===== config.mk =====
export PLATFORM = sky130hd
export DESIGN_NAME = psf_front_end
export DESIGN_NICKNAME = d
export VERILOG_FILES = /design/src/verilog/psf_pkg.sv /design/src/verilog/psf_timer_if.sv /design/src/verilog/psf_timer.sv /design/src/verilog/psf_front_end.sv
export SDC_FILE = /design/constraint.sdc
export NUM_CORES = 1
export LEC_CHECK = 0
export ABC_AREA = 0
export BUFFER_PORTS_ARGS = -buffer_cell sky130_fd_sc_hd__buf_2
export CORE_MARGIN = 2
export CORE_UTILIZATION = 25
export CTS_CLUSTER_DIAMETER = 30
export DETAILED_ROUTE_END_ITERATION = 8
export PLACE_DENSITY = 0.41
export SYNTH_ARGS = -nofsm -noshare
export SYNTH_HDL_FRONTEND = slang
export SYNTH_SLANG_ARGS = --single-unit

===== constraint.sdc =====
create_clock -name ref_clk -period 4.6 [get_ports ref_clk]
set_input_delay 1.38 -clock ref_clk [delete_from_list [all_inputs] [get_ports ref_clk]]
set_output_delay 1.38 -clock ref_clk [all_outputs]
set_load 0.01 [all_outputs]

===== src/verilog/psf_pkg.sv =====
// Purpose: constants and types for the potentiometer serial front end
// Assumes: ref_clk at 250 MHz; serial clock sampled as a plain input
// Notes: type code value is arbitrary, chosen for this design
// Behaviour
// - The first byte after chip select falls is taken only as an address byte.
// - The upper four address bits are compared with the built-in type code.
// - The low two address bits must equal the address-select pins to continue.
// - A device whose address differs does not execute the following instruction.
// - A non-volatile write cycle and its busy flag last at most 5 ms.
// - The wiper settles 5 to 10 us after a change or after power becomes stable.
// - While pause is asserted the serial data output is high impedance.
// - Serial input bits are sampled on each rising serial clock edge.
// - The byte after a matched address is split into opcode, register, pot.
// - Chip select rising after a data register write starts the save and busy.
package psf_pkg;
	localparam int          CLK_MHZ          = 250;
	localparam int          NV_WRITE_MS      = 5;
	localparam int          POWERUP_MS       = 1;
	localparam int          SETTLE_MIN_US    = 5;
	localparam int          SETTLE_MAX_US    = 10;
	localparam int          NV_WRITE_CYC     = NV_WRITE_MS * 1000 * CLK_MHZ;
	localparam int          POWERUP_CYC      = POWERUP_MS * 1000 * CLK_MHZ;
	// Settle inside the window: least time is used
	localparam int          SETTLE_CYC       = SETTLE_MIN_US * CLK_MHZ;
	localparam int          SETTLE_MAX_CYC   = SETTLE_MAX_US * CLK_MHZ;
	localparam logic [3:0]  TYPE_CODE_DEF    = 4'hA; // Arbitrary value
	localparam int          TYPE_MSB         = 7;
	localparam int          TYPE_LSB         = 4;
	localparam int          ADDR_MSB         = 1;
	localparam int          ADDR_LSB         = 0;
	localparam logic [3:0]  OP_WRITE_DATA    = 4'hC;
	localparam logic [3:0]  OP_WRITE_WIPER   = 4'hA;
	localparam logic [3:0]  OP_XFR_DATA      = 4'hD;
	localparam logic [3:0]  OP_GXFR_DATA     = 4'h1;
	localparam logic [3:0]  OP_XFR_WIPER     = 4'hE;
	localparam logic [3:0]  OP_GXFR_WIPER    = 4'h8;
	localparam logic [2:0]  BIT_LAST         = 3'h7;

	typedef enum logic [1:0] {
		PSF_ADDR,
		PSF_INSTR,
		PSF_PASS,
		PSF_IGNORE
	} psf_state_t;
endpackage


===== src/verilog/psf_timer_if.sv =====
`timescale 1ns/1ps
// Purpose: start and busy pair between front end and its cycle timer
// Assumes: both ends on ref_clk
// Notes: start is a one-cycle pulse
interface psf_timer_if;
	logic        start;
	logic        busy;
	modport ctrl (output start, input busy);
	modport tmr  (input start, output busy);
endinterface // psf_timer_if


===== src/verilog/psf_timer.sv =====
`timescale 1ns/1ps
// Purpose: busy window timer for write cycles and wiper settling
// Assumes: start ignored while busy
// Notes: length set by parameter so simulation can shorten it
module psf_timer #(
	parameter int CYCLES = 1000
) (
	// Clock and reset
	input  wire logic  ref_clk,
	input  wire logic  srst,
	// Control
	psf_timer_if.tmr   tif
);
	typedef struct packed {
		logic [31:0] cnt;
	} psf_tmr_st_t;

	psf_tmr_st_t st_reg;
	psf_tmr_st_t st_next;

	assign tif.busy = (st_reg.cnt != 32'h0);

	// Load on start, count down to idle
	always_comb begin
		st_next = st_reg;
		if (tif.start && !tif.busy) begin
			st_next.cnt = 32'(CYCLES);
		end else if (tif.busy) begin
			st_next.cnt = st_reg.cnt - 32'h1;
		end
	end

	always_ff @(posedge ref_clk) begin
		if (srst) begin
			st_reg <= '0;
		end else begin
			st_reg <= st_next;
		end
	end

	a_busy_bound: assert property (@(posedge ref_clk) disable iff (srst)
		st_reg.cnt <= 32'(CYCLES))
		else $error("busy window longer than allowed");
endmodule // psf_timer


===== src/verilog/psf_front_end.sv =====
`timescale 1ns/1ps
// Purpose: address byte check and instruction byte split for a quad pot
// Assumes: serial pins come from another domain and are synchronised
// Notes: reset stands for power-up and loads the power-up delay count; counts are parameters
module psf_front_end #(
	parameter logic [3:0] TYPE_CODE    = psf_pkg::TYPE_CODE_DEF,
	parameter int         NV_CYC       = psf_pkg::NV_WRITE_CYC,
	parameter int         POWERUP_CYC  = psf_pkg::POWERUP_CYC,
	parameter int         SETTLE_CYC   = psf_pkg::SETTLE_CYC
) (
	// Clock and reset
	input  wire logic        ref_clk,
	input  wire logic        srst,
	// Serial link pins
	input  wire logic        cs_n,
	input  wire logic        sck,
	input  wire logic        si,
	input  wire logic        pause_n,
	input  wire logic [1:0]  addr_select_pins,
	// Serial data output, enable low while driven
	input  wire logic        so_data,
	output logic             so_out,
	output logic             so_oe_n,
	// Decoded instruction
	output logic             instr_valid,
	output logic [3:0]       opcode_field,
	output logic [1:0]       data_reg_select,
	output logic [1:0]       pot_select,
	output logic             addr_matched,
	output logic             pass_byte_valid,
	output logic [7:0]       pass_byte,
	// Status
	output logic             write_busy_flag,
	output logic             wiper_settling,
	output logic             powerup_done
);
	typedef struct packed {
		logic [1:0]             cs_s;
		logic [1:0]             sck_s;
		logic [1:0]             si_s;
		logic [1:0]             pause_s;
		logic [1:0]             a0_s;
		logic [1:0]             a1_s;
		logic                   sck_d;
		logic                   cs_d;
		psf_pkg::psf_state_t    state;
		logic [7:0]             shift;
		logic [2:0]             nbit;
		logic                   wr_seen;
		logic                   instr_valid;
		logic [7:0]             instr;
		logic                   matched;
		logic                   pb_valid;
		logic [7:0]             pb;
		logic                   so;
		logic                   oe_n;
		logic [31:0]            pu_cnt;
		logic                   nv_go;
		logic                   wp_go;
	} psf_st_t;

	psf_st_t st_reg;
	psf_st_t st_next;
	logic    sck_rise;
	logic    cs_rise;
	logic    cs_fall;
	logic    cs_act;
	logic [7:0] byte_in;

	psf_timer_if nv_if ();
	psf_timer_if wp_if ();

	assign nv_if.start = st_reg.nv_go;
	assign wp_if.start = st_reg.wp_go;

	psf_timer #(.CYCLES(NV_CYC)) u_nv (
		.ref_clk (ref_clk),
		.srst    (srst),
		.tif     (nv_if)
	);

	psf_timer #(.CYCLES(SETTLE_CYC)) u_wp (
		.ref_clk (ref_clk),
		.srst    (srst),
		.tif     (wp_if)
	);

	// Edge detection on second synchroniser stage only
	assign sck_rise = st_reg.sck_s[1] && !st_reg.sck_d;
	assign cs_act   = !st_reg.cs_s[1];
	assign cs_rise  = st_reg.cs_s[1] && !st_reg.cs_d;
	assign cs_fall  = !st_reg.cs_s[1] && st_reg.cs_d;
	assign byte_in  = {st_reg.shift[6:0], st_reg.si_s[1]};

	// Next state of the whole front end
	always_comb begin
		st_next          = st_reg;
		st_next.cs_s     = {st_reg.cs_s[0], cs_n};
		st_next.sck_s    = {st_reg.sck_s[0], sck};
		st_next.si_s     = {st_reg.si_s[0], si};
		st_next.pause_s  = {st_reg.pause_s[0], pause_n};
		st_next.a0_s     = {st_reg.a0_s[0], addr_select_pins[0]};
		st_next.a1_s     = {st_reg.a1_s[0], addr_select_pins[1]};
		st_next.sck_d    = st_reg.sck_s[1];
		st_next.cs_d     = st_reg.cs_s[1];
		st_next.instr_valid = 1'b0;
		st_next.pb_valid = 1'b0;
		st_next.nv_go    = 1'b0;
		st_next.wp_go    = 1'b0;
		if (st_reg.pu_cnt != 32'h0) begin
			st_next.pu_cnt = st_reg.pu_cnt - 32'h1;
			st_next.wp_go  = (st_reg.pu_cnt == 32'h1);
		end
		if (cs_fall || !cs_act) begin
			st_next.state   = psf_pkg::PSF_ADDR;
			st_next.nbit    = 3'h0;
			st_next.matched = 1'b0;
		end
		if (cs_rise) begin
			st_next.nv_go   = st_reg.wr_seen;
			st_next.wr_seen = 1'b0;
		end
		if (cs_act && sck_rise && st_reg.state != psf_pkg::PSF_IGNORE &&
			st_reg.pu_cnt == 32'h0) begin
			st_next.shift = byte_in;
			st_next.nbit  = st_reg.nbit + 3'h1;
			if (st_reg.nbit == psf_pkg::BIT_LAST) begin
				case (st_reg.state)
					psf_pkg::PSF_ADDR: begin
						if (byte_in[psf_pkg::TYPE_MSB:psf_pkg::TYPE_LSB]
							== TYPE_CODE &&
							byte_in[psf_pkg::ADDR_MSB:psf_pkg::ADDR_LSB] ==
							{st_reg.a1_s[1], st_reg.a0_s[1]}) begin
							st_next.state   = psf_pkg::PSF_INSTR;
							st_next.matched = 1'b1;
						end else begin
							st_next.state = psf_pkg::PSF_IGNORE;
						end
					end
					psf_pkg::PSF_INSTR: begin
						st_next.instr       = byte_in;
						st_next.instr_valid = 1'b1;
						st_next.state       = psf_pkg::PSF_PASS;
						st_next.wr_seen = (byte_in[7:4] ==
							psf_pkg::OP_WRITE_DATA) ||
							(byte_in[7:4] == psf_pkg::OP_XFR_WIPER) ||
							(byte_in[7:4] == psf_pkg::OP_GXFR_WIPER);
						st_next.wp_go = (byte_in[7:4] ==
							psf_pkg::OP_XFR_DATA) ||
							(byte_in[7:4] == psf_pkg::OP_GXFR_DATA);
					end
					psf_pkg::PSF_PASS: begin
						st_next.pb       = byte_in;
						st_next.pb_valid = 1'b1;
						if (st_reg.instr[7:4] == psf_pkg::OP_WRITE_WIPER) begin
							st_next.wp_go = 1'b1;
						end
					end
					default: begin
						st_next.state = psf_pkg::PSF_IGNORE;
					end
				endcase
			end
		end
		// output released on pause, mismatch or deselect
		st_next.oe_n = !st_reg.pause_s[1] || !cs_act ||
			st_reg.state != psf_pkg::PSF_PASS;
		st_next.so   = so_data;
	end

	always_ff @(posedge ref_clk) begin
		if (srst) begin
			st_reg        <= '0;
			st_reg.cs_s   <= 2'h3;
			st_reg.cs_d   <= 1'b1;
			st_reg.oe_n   <= 1'b1;
			st_reg.pu_cnt <= 32'(POWERUP_CYC);
		end else begin
			st_reg <= st_next;
		end
	end

	// Outputs
	assign so_out          = st_reg.so;
	assign so_oe_n         = st_reg.oe_n;
	assign instr_valid     = st_reg.instr_valid;
	assign opcode_field    = st_reg.instr[7:4];
	assign data_reg_select = st_reg.instr[3:2];
	assign pot_select      = st_reg.instr[1:0];
	assign addr_matched    = st_reg.matched;
	assign pass_byte_valid = st_reg.pb_valid;
	assign pass_byte       = st_reg.pb;
	assign write_busy_flag = nv_if.busy;
	assign wiper_settling  = wp_if.busy;
	assign powerup_done    = (st_reg.pu_cnt == 32'h0);

	a_instr_needs_match: assert property (@(posedge ref_clk) disable iff (srst)
		st_reg.instr_valid |-> st_reg.matched)
		else $error("instruction decoded without address match");
	a_pause_hiz: assert property (@(posedge ref_clk) disable iff (srst)
		!st_reg.pause_s[1] |=> so_oe_n)
		else $error("output driven during pause");
	a_ignore_hiz: assert property (@(posedge ref_clk) disable iff (srst)
		st_reg.state == psf_pkg::PSF_IGNORE |=> so_oe_n)
		else $error("output driven after mismatch");
	a_save_start: assert property (@(posedge ref_clk) disable iff (srst)
		(cs_rise && st_reg.wr_seen && !write_busy_flag) |=> ##1
		write_busy_flag)
		else $error("save did not start at deselect");
	a_type_check: assert property (@(posedge ref_clk) disable iff (srst)
		$rose(st_reg.matched) |-> st_reg.shift[7:4] == TYPE_CODE)
		else $error("match with wrong type code");
	a_addr_check: assert property (@(posedge ref_clk) disable iff (srst)
		$rose(st_reg.matched) |-> st_reg.shift[1:0] ==
		$past({st_reg.a1_s[1], st_reg.a0_s[1]}))
		else $error("match with wrong address");
	// bits move only on clock rise
	a_sample_edge: assert property (@(posedge ref_clk) disable iff (srst)
		(st_reg.nbit != $past(st_reg.nbit) && cs_act && $past(cs_act))
		|-> $past(sck_rise))
		else $error("bit taken without clock edge");
	a_frame_start: assert property (@(posedge ref_clk) disable iff (srst)
		!cs_act |=> st_reg.state == psf_pkg::PSF_ADDR)
		else $error("frame not restarted at address byte");
	a_instr_fields: assert property (@(posedge ref_clk) disable iff (srst)
		st_reg.instr_valid |-> {opcode_field, data_reg_select, pot_select}
		== st_reg.shift)
		else $error("instruction fields do not match byte");
endmodule // psf_front_end


==> flow_summary.toml <==
[critical_path]
crit_path_max_incr_delay_ns = 0.64
worstReg2RegStart = "u_nv.st_reg[0]$_SDFFE_PP0N_"
path_buf_inv = 2
start_kind = "register"
cp_num_cells = 5
worstReg2RegEnd = "u_nv.st_reg[22]$_SDFFE_PP0N_"
rr_worst_depth = 7
r2r_setup_slack_ns = 1.29
cp-startpoint = "st_reg[28]$_SDFFE_PP0P_"
path_delay_family = "simple AND/OR/NAND/NOR gates"
worstPathRequired_ns = 3.22
cpMostUsedCell = "or4_4"
cp-end-kind = "output port"
crit_type = "reg -> out"
worstPathArrival_ns = 2.99
path_max_fanout = 26
crit_end = "powerup_done"
crit_path_top_delay_cell = "or4_4"
path_cells = "or4_4 -> or4_1 -> or4_4 -> inv_8 -> buf_2"

[global_routing]
grt_overflow = 0
grt_util_met1 = 0.162
antenna_found_initial = 0
grt_usage = 0.115
busiest_layer = "met2"
first_global_vias = 5283
grt_max_degree = 34
grt_pass1_wl_mm = 27.1
use_met3 = 0.0248
grtUsageMet2 = 0.176

[die]
rows = 61
start_util = 0.252
core_um2 = 27600
die_h_um = 171
ioPinCount = 33
dieWidth_um = 171
die_area_um2 = 29200

[synthesis]
synth_cells = 765
synth_mux_area_frac = 0.0482
postSynthAreaPerCell_um2 = 9.09
synth_ff_type = "dfxtp_1"
synth_seq_cells = 146
synth_cell_types = 65
synth_fp_nets = 787
synth-compound-area-share = 0.147
synth_xor_area_frac = 0.0315
synth_top_family_by_area = "simple AND/OR/NAND/NOR gates"
syn_area_um2 = 6960
async_flop_share = 0
synth_fa_ha_area_frac = 0.0234
synthSimpleGateAreaFrac = 0.274
seq_area_frac_synth = 0.420
synth-edff-count = 0
ys_warn_count = 0

[clocking]
ctsResizeCount = 0
clk_latency_ns = 0.43
cts_num_sinks = 146
hold_buffers = 0
cts_setup_buffers = 0
clk_path_buf_depth = 2
clockRootBuffer = "clkbuf_16"
cts_tree = "done"
cts-buffers-inserted = 17
htree_levels = 4
clk_pin_slew_ns = 0.07

[pwr]
power_frac_clock = 0.248
finalPower_mw = 5.50
sw_frac_of_total = 0.426
seq_power_share = 0.329
p_int_mw = 3.16
comb_power_share = 0.423
ir_worst_vdd_mv = 0.272
p_sw_mw = 2.34
leakage_nw = 2.93
p_per_area_nw_per_um2 = 692

[detailed_routing]
viasPerCell = 4.77
wl_per_cell_um = 13.8
wl_mm = 16.0
drt_iter0_drc = 295
num_vias = 5542
postRouteAntennaNets = 0
first_pass_iters = 4
drc = 0

[min_path]
hold_path_class = "reg -> reg"

[placed_design]
io_buffer_count = 32
dp_hpwl_mm = 10.9
place_congestion = 0.725

[timing]
period_needed_ns = 4.37
relSlewSlack = 0.332
slew_violations = 0
skew_ns = 0.0123
max_freq_mhz = 229
setup_tns_ns = 0
hold_viol = 0
setup_viol = 0
worst_pin_slew_ns = 0.986
finalCritPeriodShare = 0.951
rsz0062_at_grt = "no"

[final_layout]
nets = 793
fillCellCount = 2926
n_antenna_cell = 0
largest_reg_flops = 43
area_delta_synth_final_pct = 14.2
drive_gt1_frac = 0.139

[flow_run]
max-cap-violations = 0

[outcome]
status = "finished clean"
==> cells in the mapped netlist (3+ instances only) <==
cell      instances  area share
dfxtp_1         146        0.42
nor2_1           53       0.029
nand2_1          50       0.027
a21oi_1          48       0.035
or4_1            38       0.041
or3_1            32       0.029
mux2i_1          29       0.042
o31ai_1          28       0.030
clkbuf_1         27       0.015
nor4_1           27       0.024
nor3_1           24       0.017
o21ai_0          22       0.016
inv_1            19       0.010
buf_4            16       0.017
nor2b_1          16       0.014
ha_1             13       0.023
nand3_1          13      0.0094
xnor2_1          13       0.016
xor2_1           12       0.015
or2_2            11      0.0099
a211oi_1         10       0.011
nand2b_1         10      0.0090
o41ai_1           8       0.010
a311oi_1          7      0.0088
buf_2             6      0.0043
nand4_1           6      0.0054
nand3b_1          5      0.0054
o21a_1            5      0.0054
and4_1            4      0.0050
mux2_2            4      0.0065
nor4b_1           4      0.0050
or4_4             4      0.0065
or4b_2            4      0.0058
a31oi_1           3      0.0027
nand4b_1          3      0.0038
nor3b_1           3      0.0032
o211ai_1          3      0.0032
o31a_1            3      0.0038
or3b_2            3      0.0038
==> metrics by stage <==
| stage | cell area, um^2 | hold WS [ns] | worst slack, ns | instances | util |
|---|---|---|---|---|---|
| detailed placement | 7360 | 0.369 | 0.682 | 1130 | 0.267 |
| floorplan | 6960 | 0.353 | 0.894 | 765 | - |
| finish | 7940 | 0.393 | 0.228 | 1162 | 0.288 |
| CTS | 7940 | 0.394 | 0.197 | 1162 | 0.288 |
| global placement | 7360 | 0.382 | 0.701 | 1130 | 0.267 |
| global route | 7940 | 0.414 | 0.123 | 1162 | 0.288 |
==> per-layer routing <==
metal,vias up,share of wire
met5,-,0
met4,0,0.016
met3,21,0.029
met2,58,0.44
met1,2607,0.51
li1,2856,-
==> worst min-delay path by stage <==
stage | startpoint | end | slack (ns) | cells after the start
after floorplan | st_reg[76]$_SDFF_PP0_ | so_oe_n$_SDFF_PP1_ | 0.35 | 1
after global placement | st_reg[76]$_SDFF_PP0_ | so_oe_n$_SDFF_PP1_ | 0.38 | 1
after detailed placement | st_reg[76]$_SDFF_PP0_ | so_oe_n$_SDFF_PP1_ | 0.37 | 1
after CTS | st_reg[76]$_SDFF_PP0_ | so_oe_n$_SDFF_PP1_ | 0.39 | 1
after global routing | st_reg[76]$_SDFF_PP0_ | so_oe_n$_SDFF_PP1_ | 0.41 | 1
final | st_reg[76]$_SDFF_PP0_ | so_oe_n$_SDFF_PP1_ | 0.39 | 1
==> power by group through the flow <==
| stage | combinational, mW | sequential (mW) | clock (mW) |
|---|---|---|---|
| final | 2.32 | 1.81 | 1.36 |
| after global routing | 2.63 | 1.86 | 1.46 |
| after CTS | 2.32 | 1.80 | 1.42 |
| after global placement | 2.32 | 1.83 | 0 |
| after floorplan | 1.83 | 1.76 | 0 |
| after detailed placement | 2.30 | 1.83 | 0 |
==> area by class of cell <==
cell class | instances | area [um^2] | area share
inverters | 20 | 82.6 | 0.0104
flip-flops and latches | 146 | 2920 | 0.368
repair buffers | 41 | 228 | 0.0287
multi-input cells | 545 | 3660 | 0.460
clock buffers | 17 | 425 | 0.0536
clock inverters | 15 | 154 | 0.0194
well taps | 378 | 473 | 0.0596
==> kinds of logic (layout without fill, tap and decap cells) <==
| logic type | Yosys count | in the layout |
|---|---|---|
| flops | 146 | 146 |
| compound gates | 152 | 152 |
| simple gates | 322 | 322 |
| mux | 33 | 33 |
| buf+inv | 74 | 93 |
| fa+ha+maj | 13 | 13 |
| xor+xnor | 25 | 25 |
==> cell usage in the layout, fill, tap and decap left out, types with 6 or more instances in the layout <==
cell	instances
nand3_1	13
buf_4	9
dfxtp_1	146
xor2_1	12
nor2_1	53
inv_6	7
nand2_1	50
or2_2	11
or3_1	32
xnor2_1	13
or4_1	38
a21oi_1	48
mux2i_1	29
inv_1	19
nor4_1	26
clkbuf_16	17
nor2b_1	16
a211oi_1	10
buf_2	32
o31ai_1	28
o21ai_0	22
ha_1	13
nor3_1	24
nand4_1	6
o41ai_1	8
nand2b_1	10
a311oi_1	7
Note: power is estimated with default switching activity, not from simulation.
